`src/inc/sjtap_regs.vh`:
```
`ifndef SJTAP_REGS_VH
`define SJTAP_REGS_VH
// instruction codes, three bits
`define SJTAP_IR_W        3
`define SJTAP_IR_EXTEST   3'h0
`define SJTAP_IR_IDCODE   3'h1
`define SJTAP_IR_SAMPLEZ  3'h2
`define SJTAP_IR_SAMPLE   3'h4
`define SJTAP_IR_BYPASS   3'h7
// capture pattern in the two low instruction bits
`define SJTAP_IR_CAPTURE  2'h1
`define SJTAP_ID_W        32
// tap states, binary coded
`define SJTAP_S_RESET     4'h0
`define SJTAP_S_IDLE      4'h1
`define SJTAP_S_SEL_DR    4'h2
`define SJTAP_S_CAP_DR    4'h3
`define SJTAP_S_SH_DR     4'h4
`define SJTAP_S_EX1_DR    4'h5
`define SJTAP_S_PAU_DR    4'h6
`define SJTAP_S_EX2_DR    4'h7
`define SJTAP_S_UPD_DR    4'h8
`define SJTAP_S_SEL_IR    4'h9
`define SJTAP_S_CAP_IR    4'hA
`define SJTAP_S_SH_IR     4'hB
`define SJTAP_S_EX1_IR    4'hC
`define SJTAP_S_PAU_IR    4'hD
`define SJTAP_S_EX2_IR    4'hE
`define SJTAP_S_UPD_IR    4'hF
`endif

```
`src/verilog/sjtap_sync.v`:
```
`timescale 1ns/100ps
`default_nettype none
module sjtap_sync #(
  parameter RST_VAL = 1'b0
) (
  input  wire clk,
  input  wire rst_n,
  input  wire d,
  output reg  q
);
  reg meta;

  always @(posedge clk or negedge rst_n) begin
    if (!rst_n) begin
      meta <= RST_VAL;
      q    <= RST_VAL;
    end else begin
      meta <= d;
      q    <= meta;
    end
  end
endmodule
`default_nettype wire

```
`src/verilog/sjtap_port.v`:
```
// Functional notes
// - tap follows standard sixteen-state controller
// - inputs on tck rise, tdo and tdo enable on fall
// - tms steers fsm, floats high
// - tdi floats high when unused
// - instruction selects the data register
// - tdi enters selected register msb
// - tdo from lsb, changes on fall
// - tdo enable follows controller state
// - five tms-high rises force reset
// - tap reset leaves memory untouched
// - power-up reset, tdo high impedance
// - three-bit ir, idcode after reset
// - capture-ir loads binary 01 low
// - bypass is one-bit register
`timescale 1ns/100ps
`default_nettype none
`include "sjtap_regs.vh"
module sjtap_port #(
  parameter [31:0] ID_CODE = 32'h0000_1001, // arbitrary identity value
  parameter        BSR_W   = 8
) (
  // system
  input  wire             CORE_CLK,
  input  wire             RESET_N,
  // test pins
  input  wire             TCK,
  input  wire             TMS,
  input  wire             TDI,
  output reg              TDO,
  output reg              TDO_OE,
  // boundary ring
  input  wire [BSR_W-1:0] BSR_CAPTURE,
  output reg  [BSR_W-1:0] BSR_UPDATE,
  output wire             EXTEST_ON,
  output wire             OUT_HIGHZ,
  output wire [2:0]       IR_CURRENT
);
  reg        rst_m;
  reg        rst_n;
  wire       tck_s;
  wire       tms_s;
  wire       tdi_s;
  reg        tck_d;
  reg  [3:0] state;
  reg  [3:0] next_state;
  reg  [2:0] ir_sh;
  reg  [2:0] ir;
  reg        byp;
  reg  [31:0] id_sh;
  reg  [BSR_W-1:0] bsr_sh;
  reg        sel_lsb;
  wire       rise;
  wire       fall;

  always @(posedge CORE_CLK or negedge RESET_N) begin
    if (!RESET_N) begin
      rst_m <= 1'b0;
      rst_n <= 1'b0;
    end else begin
      rst_m <= 1'b1;
      rst_n <= rst_m;
    end
  end

  // tms and tdi floating high: pull-ups modelled by reset value high; tck resets low
  sjtap_sync #(.RST_VAL(1'b0)) u_tck (
    .clk(CORE_CLK), .rst_n(rst_n), .d(TCK), .q(tck_s));
  sjtap_sync #(.RST_VAL(1'b1)) u_tms (
    .clk(CORE_CLK), .rst_n(rst_n), .d(TMS), .q(tms_s));
  sjtap_sync #(.RST_VAL(1'b1)) u_tdi (
    .clk(CORE_CLK), .rst_n(rst_n), .d(TDI), .q(tdi_s));

  always @(posedge CORE_CLK or negedge rst_n) begin
    if (!rst_n) begin
      tck_d <= 1'b0;
    end else begin
      tck_d <= tck_s;
    end
  end

  // a tck held low never yields an edge, so the tap stays idle
  assign rise = tck_s & ~tck_d;
  assign fall = ~tck_s & tck_d;

  always @* begin
    next_state = state;
    case (state)
      `SJTAP_S_RESET:  next_state = tms_s ? `SJTAP_S_RESET
                                          : `SJTAP_S_IDLE;
      `SJTAP_S_IDLE:   next_state = tms_s ? `SJTAP_S_SEL_DR
                                          : `SJTAP_S_IDLE;
      `SJTAP_S_SEL_DR: next_state = tms_s ? `SJTAP_S_SEL_IR
                                          : `SJTAP_S_CAP_DR;
      `SJTAP_S_CAP_DR: next_state = tms_s ? `SJTAP_S_EX1_DR
                                          : `SJTAP_S_SH_DR;
      `SJTAP_S_SH_DR:  next_state = tms_s ? `SJTAP_S_EX1_DR
                                          : `SJTAP_S_SH_DR;
      `SJTAP_S_EX1_DR: next_state = tms_s ? `SJTAP_S_UPD_DR
                                          : `SJTAP_S_PAU_DR;
      `SJTAP_S_PAU_DR: next_state = tms_s ? `SJTAP_S_EX2_DR
                                          : `SJTAP_S_PAU_DR;
      `SJTAP_S_EX2_DR: next_state = tms_s ? `SJTAP_S_UPD_DR
                                          : `SJTAP_S_SH_DR;
      `SJTAP_S_UPD_DR: next_state = tms_s ? `SJTAP_S_SEL_DR
                                          : `SJTAP_S_IDLE;
      // five tms-high rises reach reset from any state
      `SJTAP_S_SEL_IR: next_state = tms_s ? `SJTAP_S_RESET
                                          : `SJTAP_S_CAP_IR;
      `SJTAP_S_CAP_IR: next_state = tms_s ? `SJTAP_S_EX1_IR
                                          : `SJTAP_S_SH_IR;
      `SJTAP_S_SH_IR:  next_state = tms_s ? `SJTAP_S_EX1_IR
                                          : `SJTAP_S_SH_IR;
      `SJTAP_S_EX1_IR: next_state = tms_s ? `SJTAP_S_UPD_IR
                                          : `SJTAP_S_PAU_IR;
      `SJTAP_S_PAU_IR: next_state = tms_s ? `SJTAP_S_EX2_IR
                                          : `SJTAP_S_PAU_IR;
      `SJTAP_S_EX2_IR: next_state = tms_s ? `SJTAP_S_UPD_IR
                                          : `SJTAP_S_SH_IR;
      `SJTAP_S_UPD_IR: next_state = tms_s ? `SJTAP_S_SEL_DR
                                          : `SJTAP_S_IDLE;
      default:         next_state = `SJTAP_S_RESET;
    endcase
  end

  // tap logic touches only test outputs, never the memory path
  always @(posedge CORE_CLK or negedge rst_n) begin
    if (!rst_n) begin
      state      <= `SJTAP_S_RESET;
      ir         <= `SJTAP_IR_IDCODE;
      ir_sh      <= 3'h0;
      byp        <= 1'b0;
      id_sh      <= 32'h0000_0000;
      bsr_sh     <= {BSR_W{1'b0}};
      BSR_UPDATE <= {BSR_W{1'b1}};
    end else if (rise) begin
      state <= next_state;
      case (state)
        `SJTAP_S_RESET: begin
          ir         <= `SJTAP_IR_IDCODE;
          BSR_UPDATE <= {BSR_W{1'b1}};
        end
        `SJTAP_S_CAP_IR: begin
          ir_sh <= {1'b0, `SJTAP_IR_CAPTURE};
        end
        `SJTAP_S_SH_IR: begin
          ir_sh <= {tdi_s, ir_sh[2:1]};
        end
        `SJTAP_S_UPD_IR: begin
          ir <= ir_sh;
        end
        `SJTAP_S_CAP_DR: begin
          byp    <= 1'b0;
          id_sh  <= ID_CODE;
          bsr_sh <= BSR_CAPTURE;
        end
        `SJTAP_S_SH_DR: begin
          // only the register the instruction names moves
          if (ir == `SJTAP_IR_IDCODE) begin
            id_sh <= {tdi_s, id_sh[31:1]};
          end else if (ir == `SJTAP_IR_EXTEST ||
                       ir == `SJTAP_IR_SAMPLE ||
                       ir == `SJTAP_IR_SAMPLEZ) begin
            bsr_sh <= {tdi_s, bsr_sh[BSR_W-1:1]};
          end else begin
            byp <= tdi_s;
          end
        end
        `SJTAP_S_UPD_DR: begin
          if (ir == `SJTAP_IR_EXTEST || ir == `SJTAP_IR_SAMPLE) begin
            BSR_UPDATE <= bsr_sh;
          end
        end
        default: begin
          ir <= ir;
        end
      endcase
      // entering reset restores the idle view at once, not a rise later
      if (next_state == `SJTAP_S_RESET) begin
        ir         <= `SJTAP_IR_IDCODE;
        BSR_UPDATE <= {BSR_W{1'b1}};
      end
    end
  end

  always @* begin
    if (state == `SJTAP_S_SH_IR) begin
      sel_lsb = ir_sh[0];
    end else if (ir == `SJTAP_IR_IDCODE) begin
      sel_lsb = id_sh[0];
    end else if (ir == `SJTAP_IR_EXTEST || ir == `SJTAP_IR_SAMPLE ||
                 ir == `SJTAP_IR_SAMPLEZ) begin
      sel_lsb = bsr_sh[0];
    end else begin
      sel_lsb = byp;
    end
  end

  // output side moves on the falling edge only
  always @(posedge CORE_CLK or negedge rst_n) begin
    if (!rst_n) begin
      TDO    <= 1'b0;
      TDO_OE <= 1'b0;
    end else if (fall) begin
      TDO    <= sel_lsb;
      TDO_OE <= (state == `SJTAP_S_SH_IR) ||
                (state == `SJTAP_S_SH_DR);
    end
  end

  assign EXTEST_ON  = (ir == `SJTAP_IR_EXTEST);
  assign OUT_HIGHZ  = (ir == `SJTAP_IR_SAMPLEZ) |
                      (EXTEST_ON & ~BSR_UPDATE[BSR_W-1]);
  assign IR_CURRENT = ir;
endmodule
`default_nettype wire

```
`config.mk`:
```
export PLATFORM = sky130hd
export DESIGN_NAME = sjtap_port
export DESIGN_NICKNAME = d
export VERILOG_FILES = /design/src/verilog/sjtap_sync.v /design/src/verilog/sjtap_port.v
export VERILOG_INCLUDE_DIRS = /design/src /design/src/inc
export SDC_FILE = /design/constraint.sdc
export NUM_CORES = 1
export LEC_CHECK = 0
export ABC_AREA = 1
export BUFFER_PORTS_ARGS = -buffer_cell sky130_fd_sc_hd__buf_2
export CAP_MARGIN = 40
export CORE_ASPECT_RATIO = 0.7
export CORE_MARGIN = 5
export CORE_UTILIZATION = 56
export DETAILED_ROUTE_END_ITERATION = 7
export GPL_TIMING_DRIVEN = 0
export PLACE_DENSITY = 0.72
export SYNTH_ARGS = -nofsm -noshare
export SYNTH_HDL_FRONTEND = slang
export SYNTH_HIERARCHICAL = 1
export SYNTH_SLANG_ARGS = --single-unit
```
`constraint.sdc`:
```
create_clock -name CORE_CLK -period 2.5 [get_ports CORE_CLK]
set_clock_uncertainty 0.1 [all_clocks]
set_input_delay 0.125 -clock CORE_CLK [delete_from_list [all_inputs] [get_ports CORE_CLK]]
set_output_delay 0.125 -clock CORE_CLK [all_outputs]
set_load 0.02 [all_outputs]
```
### Yosys cells after proc, flatten, opt, wreduce, memory -nomap -nowiden

Cells that the tools add are included.

* memory bits (read-only): 0
* bits in writable memories: 0
* register bits after elaboration: 70
* latch bits: 0
* memories kept: 0
* logic and storage cells: 97
* input bits: 13

* eq/ne operators: 23
* bitwise operators: 7
* reductions and logical operators: 19
* shift operators: 0
* $add $sub $neg: 0
* multiplexer cells: 30
* multipliers: 0
* magnitude comparators: 0
* divide/modulo/power cells: 0

Operator list (number)
* $pmux 32 s2: 1
* $pmux 4 s12: 1
* $eq 4x4->1 const B: 8
* $mux 32: 1
* $mux 8: 4
* $pmux 8 s2: 2
* $eq 4x3->1 const B: 4
* $mux 4: 4
* $pmux 3 s2: 2
* $mux 3: 3
* $eq 4x2->1 const B: 2
* $logic_not 4->1: 2
* $mux 1: 8
* $ne 2x2->1 const B: 4
* $reduce_and 4->1: 2
* $mux 2: 3
* $reduce_and 3->1: 2
* $reduce_bool 3->1: 2
* $eq 4x1->1 const B: 1
* $reduce_and 2->1: 2
* $reduce_bool 2->1: 2
* $reduce_or 2->1: 2
* $and 1x1->1: 3
* $eq 3x1->1 const B: 1
* other kinds (9): 13

### Longest topological paths before layout

Gate-level depths: netlist (run 1).

* word-level depth: 6
* gate-level depth with buffers: 14
* gate-level depth less buffers: 12

### Cells and area by module

Netlist (run 1), hierarchy kept.

By module, submodules not included
* sjtap_port: sequential area each 1612.8 µm², cells each 372, area each 3074.2 µm², instances 1
* sjtap_sync at u_tdi ...: sequential area each 52.6 µm², cells each 2, area each 52.6 µm², instances 2
* sjtap_sync at u_tck: sequential area each 50.0 µm², cells each 2, area each 50.0 µm², instances 1

### Worst setup path before layout (run 1)

Ideal clock, no wire load.

* path type: reg2reg
* start point: register ir[0] (netlist: IR_CURRENT[0])
* end point: register bsr_sh[5]
* data arrival time: 1483 ps
* required time: 2275 ps
* cell stages (with the launch flop): 9
* path buffers: 2
* path slack: 792 ps
* period minus slack after synthesis: 1708 ps
* cells stage by stage: dfstp_2 -> nand3_1 -> nor2_4 -> nor2_2 -> and3_1 -> buf_6 -> buf_8 -> o211ai_2 -> o21ai_1

* longest elaborated chain between the ends: 5

Ends and longest elaborated chain
* start: declaration: line sjtap_port.v:48 `reg [2:0] ir;`
* start signal: assignment: line sjtap_port.v:130 `` ir <= `SJTAP_IR_IDCODE; ``
* start signal: assignment: line sjtap_port.v:140 `` ir <= `SJTAP_IR_IDCODE; ``
* start signal: assignment: line sjtap_port.v:150 `ir <= ir_sh;`
* $eq 3x3->1 (no line) / $logic_not 3->1 (equally long branches)
* $logic_or 1x1->1 (no line) (2 in series)
* $ne 2x2->1 (no line)
* $reduce_and 4->1 (no line) (*)
* end signal: assignment: line sjtap_port.v:134 `bsr_sh <= {BSR_W{1'b0}};`
* end signal: assignment: line sjtap_port.v:164 `bsr_sh <= {tdi_s, bsr_sh[BSR_W-1:1]};`
* end: declaration: line sjtap_port.v:51 `reg [BSR_W-1:0] bsr_sh;`

Mark *: on every way between the ends. The rest lies on a longest branch, timed or not.
A chain may end at the register's enable or synchronous reset.

### Final worst setup path (run 1)

* start point: register state[1]
* end point: register id_sh[24]

* longest elaborated chain between the ends: 3

Ends and longest elaborated chain
* start: declaration: line sjtap_port.v:45 `reg [3:0] state;`
* start signal: assignment: line sjtap_port.v:129 `` state <= `SJTAP_S_RESET; ``
* start signal: assignment: line sjtap_port.v:137 `state <= next_state;`
* $eq 4x3->1 / $eq 4x2->1 (equally long branches): line sjtap_port.v:138 `case (state)`
* $ne 2x2->1 (no line) / $reduce_bool 2->1 (equally long branches)
* $reduce_and 3->1 (no line)
* end signal: assignment: line sjtap_port.v:160 `id_sh <= {tdi_s, id_sh[31:1]};`
* end: declaration: line sjtap_port.v:50 `reg [31:0] id_sh;`

Several ways; a longest one is shown, not always the timed one.

==> results of run 1 <==
[cell usage in the layout, fill, tap and decap left out, types with 5 or more instances in the layout]
| master | instances |
|---|---|
| o21ai_2 | 5 |
| clkbuf_1 | 9 |
| nand2_1 | 130 |
| nand3_1 | 19 |
| o21ai_0 | 43 |
| clkbuf_8 | 9 |
| dlygate4sd3_1 | 12 |
| o211ai_1 | 5 |
| buf_2 | 30 |
| a21oi_1 | 11 |
| dfrtp_1 | 56 |
| nor2_1 | 20 |
| dfstp_2 | 13 |
| inv_1 | 23 |
[stage by stage]
| step | hold slack (ns) | setup WS (ns) | setup TNS, ns | util, % | total power [W] |
|---|---|---|---|---|---|
| after global placement | -0.1887 | -0.4491 | -24.47 | 61.00 | 0.003030 |
| after CTS | 0.009581 | 0.5356 | 0 | 67.58 | 0.004091 |
| final | 0.02667 | 0.5478 | 0 | 67.58 | 0.004078 |
| after global routing | 0.01554 | 0.3818 | 0 | 67.58 | 0.004357 |
| after floorplan | -0.2706 | 0.3291 | 0 | - | 0.002696 |
| after detailed placement | -0.1888 | 0.5599 | 0 | 61.55 | 0.003058 |
[state kept, by name, summed over array words and instances (netlist names), 3 cells and up]
signal and count:
BSR_UPDATE 8, bsr_sh 8, id_sh 32, IR_CURRENT 3, state 4, ir_sh 3
[final cells by class]
type | count | area [um2] | area share, %
sequential | 70 | 1772 | 46.24
clock buffer | 10 | 127.6 | 3.331
inverter | 28 | 107.6 | 2.809
timing repair buffer | 40 | 282.8 | 7.381
multi-input combinational | 263 | 1241 | 32.40
tap | 75 | 93.84 | 2.449
buffer | 17 | 112.6 | 2.939
clock inverter | 6 | 93.84 | 2.449
[where the power goes]
part | switching, W | leakage [nW] | total, W | internal (W)
Sequential | 0.000131 | 0.889 | 0.00155 | 0.00142
Clock | 0.000447 | 0.107 | 0.00102 | 0.000571
Combinational | 0.00101 | 0.798 | 0.00151 | 0.000499
[cell families after synthesis]
logic type | share of synthesized area [%]
flip-flops | 54.75
AND/OR/NAND/NOR | 24.56
other | 0.1161
buffers and inverters | 6.819
AO/OA/AOI/OAI | 13.75
[repair_timing]
item,in CTS,in global routing
buffers inserted,0,0
hold endpoints to repair,12,0
endpoints found under the setup margin,0,0
hold buffers,12,0
[per-layer routing]
metal  share of wire [%]  GRT usage [%]  up-vias
met4                 1.0          5.531        0
met3                 6.0          5.218        9
met5                   0              0        -
li1                    -              -     1330
met2                  41          28.08       66
met1                  52          29.56     1217
[worst paths after layout]
path,start,end,cells after the start
max reg2reg,state[1],id_sh[24],7
max,state[1],id_sh[24],7
min reg2reg,rst_n,u_tck/q,0
min in group asynchronous,rst_n,u_tck/q,0
min,BSR_CAPTURE[7],bsr_sh[7],3
max in group asynchronous,rst_n,BSR_UPDATE[0],1
[worst reg2reg max path, stage by stage (launching register included)]
cell and delay, ns:
dfrtp_1 0.47, nor2_2 0.23, nand2_2 0.09, buf_6 0.15, clkinv_1 0.14, clkbuf_1 0.36
nand2_1 0.09, o21ai_0 0.24
==> metrics.md, run 1 <==
| Metric | Value |
|---|---|
| Via count | 2622 |
| Site row count | 23 |
| YS warnings | 6 |
| Min-Delay Path Class | in -> reg |
| Cell Chain, Critical Path | nor2_2 > nand2_2 > buf_6 > clkinv_1 > clkbuf_1 > nand2_1 > o21ai_0 |
| Initial Util | 56.96% |
| WP buf/inv | 3 |
| Global route overflow | 0 |
| Drt via density | about 5.2 |
| Final #Nets | 442 |
| Synth top area share | 44.17% |
| Largest net degree at the start of global routing | 53 |
| Commonest cells post-synth | nand2_1, dfrtp_1, o21ai_0 |
| CTS tree | built |
| Cells after synthesis | ~380 |
| Final period utilization | 78.09% |
| Antenna viol nets, final | 0 |
| Crit-path slowest cell | dfrtp_1 |
| Fraction of layout cells with a size suffix above 1 | 20.74% |
| Synth Register Bits | 70 |
| Inst Count DP | 481 |
| DRC viols | 0 |
| Bufs on Longest Clock Path | 2 |
| Unrepaired setup endpoints after global routing | no |
| Io pins | 28 |
| IO buf count | 27 |
| Final setup viols | 0 |
| Synth Net Count | 391 |
| Min cycle time layout | 1.952 ns |
| Power Density | 1064 nW/um2 |
| Status | completed |
| First drt pass iteration count | 5 |
| Die area | 7410 um2 |
| Max Fanout on Critical Path | 10 |
| Top post-synthesis cells by area | dfrtp_1, nand2_1, dfstp_2 |
| Total CTS buffers | 9 |
| Worst R2R Setup Slack | 0.55 ns |
| Clk root buf | clkbuf_8 |
| Fmax | between 0.5 and 0.6 GHz |
| Antenna violations before repair | 0 |
| GRT Total Usage | 19.67% |
| Top-count cell post-synth | nand2_1 |
| Setup crit end kind | flop |
| Dpl cell area | 3490 um2 |
| First-pass GRT wire length | 11380 um |
| Async SR Flop Fraction | 100.0% |
| P_leak | 1.794 nW |
| Clk_lat worst skew | ~0.34 ns |
| Fill cells | 456 |
| Peak supply drop | 0.5088 mV |
| DP HPWL | 4653 um |
| Most used DFF post-synth | dfrtp_1 |
| Synthesized cell area | 3229 um2 |
| Startpoint types | flop |
| Die X | 100.8 um |
| Die height | 73.54 um |
| Routability-driven placement congestion ratio | a little over 0.9 |
| # diodes | 0 |
| Final wirelength | ~6600 um |
| Clock sink count | 70 |
| Final Max Slew Viols | 0 |
| Post-synth EDFFs | 0 |
| CP delay by family, top | buffers and inverters |
| Starting DRT DRC Count | 203 |
| Number of global-route vias before repair | 2370 |
| Avg Inst Size Synth | 8.543 um2 |
| Data arrival time at the worst-slack endpoint | 2.09 ns |
| Sequential fraction of the synthesis area | 54.75% |
| Area grow syn2layout | 18.64% |
| Clock transition at the registers of the reported paths | approximately 0.08 ns |
| Post-route cell area | 3831 um2 |
| Final hold vios | 0 |
| Req. time, crit path | 2.64 ns |
| CP peak stage delay | between 0.4 and 0.5 ns |
| Setup CP Type | reg -> reg |
| Wirelength per Cell | 12.99 um |
| Core footprint | 5669 um2 |
| Cell taking the most area after synthesis | dfrtp_1 |
| H-tree depth | 3 |
| Finished Layout Cells | 509 |
| Distinct cells, synth | 34 |
| Post-cts sizing count | 0 |
| Max-cap viol count | 0 |
No activity file was read; power rests on OpenSTA's default activity.
==> run 2: changes to the inputs <==
Clock period 2.5 ns to 1.8 ns, I/O delays scaled along.
==> metrics.md, run 2 (synthesis results as in run 1) <==
| Metric | Value |
|---|---|
| Setup WS post-layout | -0.03052 ns |
| Inst Count DP | 481 |
| Max Fanout on Critical Path | 7 |
| Peak supply drop | 0.7250 mV |
| Req. time, crit path | 1.93 ns |
| Top reg by flops | id_sh |
| Data arrival time at the worst-slack endpoint | 1.96 ns |
| Cell Chain, Critical Path | buf_4 > nor2_4 > nand2_2 > buf_6 > nor2_4 > nor2_2 > and3_1 > buf_6 > buf_4 > o211ai_1 > o21ai_2 |
| IO buf count | 27 |
| Setup CP Type | reg -> reg |
| Starting DRT DRC Count | 179 |
| Fraction of layout cells with a size suffix above 1 | 29.69% |
| Via count | ~2800 |
| Final setup viols | 11 |
| Core footprint | 5669 um2 |
| Global route overflow | 0 |
| Final Max Slew Viols | 0 |
| Drt via density | 5.268 |
| Clk_lat worst skew | 0.34 ns |
| Routability-driven placement congestion ratio | 0.9274 |
| Area of the multi-input gates | about 1400 um2 |
| Number of global-route vias before repair | 2580 |
| Status | finished with violations |
| Top flop regs | id_sh x32, BSR_UPDATE x8, bsr_sh x8 |
| Die X | slightly above 100 um |
| Setup crit end kind | flop |
| Commonest non-fill, non-tap cell in the layout | nand2_1 |
| Bufs on Longest Clock Path | 2 |
| Final hold slack | 0.1067 ns |
| Min cycle time layout | around 1.8 ns |
| Site row count | 23 |
| P_leak | 1.906 nW |
| Die area | 7410 um2 |
| WP buf/inv | 4 |
| Io pins | 28 |
| Unrepaired setup endpoints after global routing | yes |
| Fill cells | 453 |
| Die height | between 70 and 80 um |
| Final hold vios | 0 |
| Clock transition at the registers of the reported paths | 0.08 ns |
| DP HPWL | 4748 um |
| First-pass GRT wire length | 12220 um |
| Finished Layout Cells | 523 |
| GRT Total Usage | between 20% and 30% |
| Antenna violations before repair | 0 |
| Sum of negative setup slack | -0.1058 ns |
| Final wirelength | 7139 um |
| Clk root buf | clkbuf_8 |
| Fmax | roughly 0.55 GHz |
| CP peak stage delay | 0.39 ns |
| Startpoint types | flop |
| CP delay by family, top | buffers and inverters |
| Most frequent cells in the layout | nand2_1, dfrtp_1, o21ai_0 |
| Largest net degree at the start of global routing | around 50 |
| First drt pass iteration count | 5 |
| Area grow syn2layout | 25.77% |
| Power Density | 1472 nW/um2 |
| DRC viols | 0 |
| Violated checks | negative setup slack |
| Final period utilization | 101.7% |
| Total CTS buffers | 9 |
| H-tree depth | 3 |
| Crit-path slowest cell | dfrtp_1 |
| Sequential cell area | 1773 um2 |
| Clock sink count | 70 |
| Antenna viol nets, final | 0 |
| Min-Delay Path Class | reg -> async |
| Final #Nets | roughly 460 |
| # diodes | 0 |
| Wirelength per Cell | roughly 14 um |
| Final total power | 0.005980 W |
| Max-cap viol count | 0 |
| CTS tree | built |
| Max reg flops | 32 |
| Initial Util | 56.96% |
run 2: cell types whose count changed in the layout (fill, tap and decap cells not counted), moves of 6 or more:
cell,previous run,this run
nor2_1,20,14
o21ai_0,43,35
clkbuf_1,9,0
nand2_1,130,121
nand2_2,3,9
buf_4,1,12
o21ai_1,4,12
run 2: where the power goes:
group	leakage, nW	internal (W)	switching, W	total (W)
Sequential	0.887	0.00198	0.000203	0.00218
Clock	0.0995	0.000576	0.000603	0.00118
Combinational	0.919	0.000941	0.00168	0.00262
run 2: path summary, 6_finish.rpt:
kind                             from       endpoint  slack [ns]  cells after the start
max                          state[0]      bsr_sh[4]       -0.03                     11
min                             rst_n         TDO_OE        0.11                      0
max reg2reg                  state[0]      bsr_sh[4]       -0.03                     11
min reg2reg                     rst_n         TDO_OE        0.11                      0
max in group asynchronous       rst_n  BSR_UPDATE[7]        0.91                      1
min in group CORE_CLK      u_tck/meta        u_tck/q        0.26                      0
run 2: through the flow:
stage / instance area, um2 / utilization, % / setup WS (ns)
after floorplan: 3231 / - / 0.09230
final: 4061 / 71.64 / -0.03052
after global routing: 4061 / 71.64 / -0.1186
after detailed placement: 3490 / 61.55 / -0.07547
after CTS: 3864 / 68.15 / -0.01870
after global placement: 3460 / 61.02 / -0.08475
run 2: per-layer routing:
layer,wire length (um),GRT usage [%],vias up,part of all wire [%]
met5,0,0,-,0
met4,65,6.129,0,0.91
met3,356,7.021,8,5.0
met2,3168,30.85,66,44
met1,3549,30.56,1322,50
li1,-,-,1359,-
run 2: repair_timing:
item,4_1_cts,5_1_grt
buffers inserted,3,8
endpoints found under the setup margin,42,51
pin swaps,2,6
gates cloned,1,1
hold buffers,13,0
gates resized for setup,15,48
hold endpoints to repair,13,0
run 2: final cells by class:
class	count	area share [%]
sequential	70	43.65
multi-input combinational	264	33.33
timing repair buffer	53	9.858
clock buffer	11	3.728
buffer	17	3.420
inverter	28	2.896
tap	75	2.311
clock inverter	5	0.8010
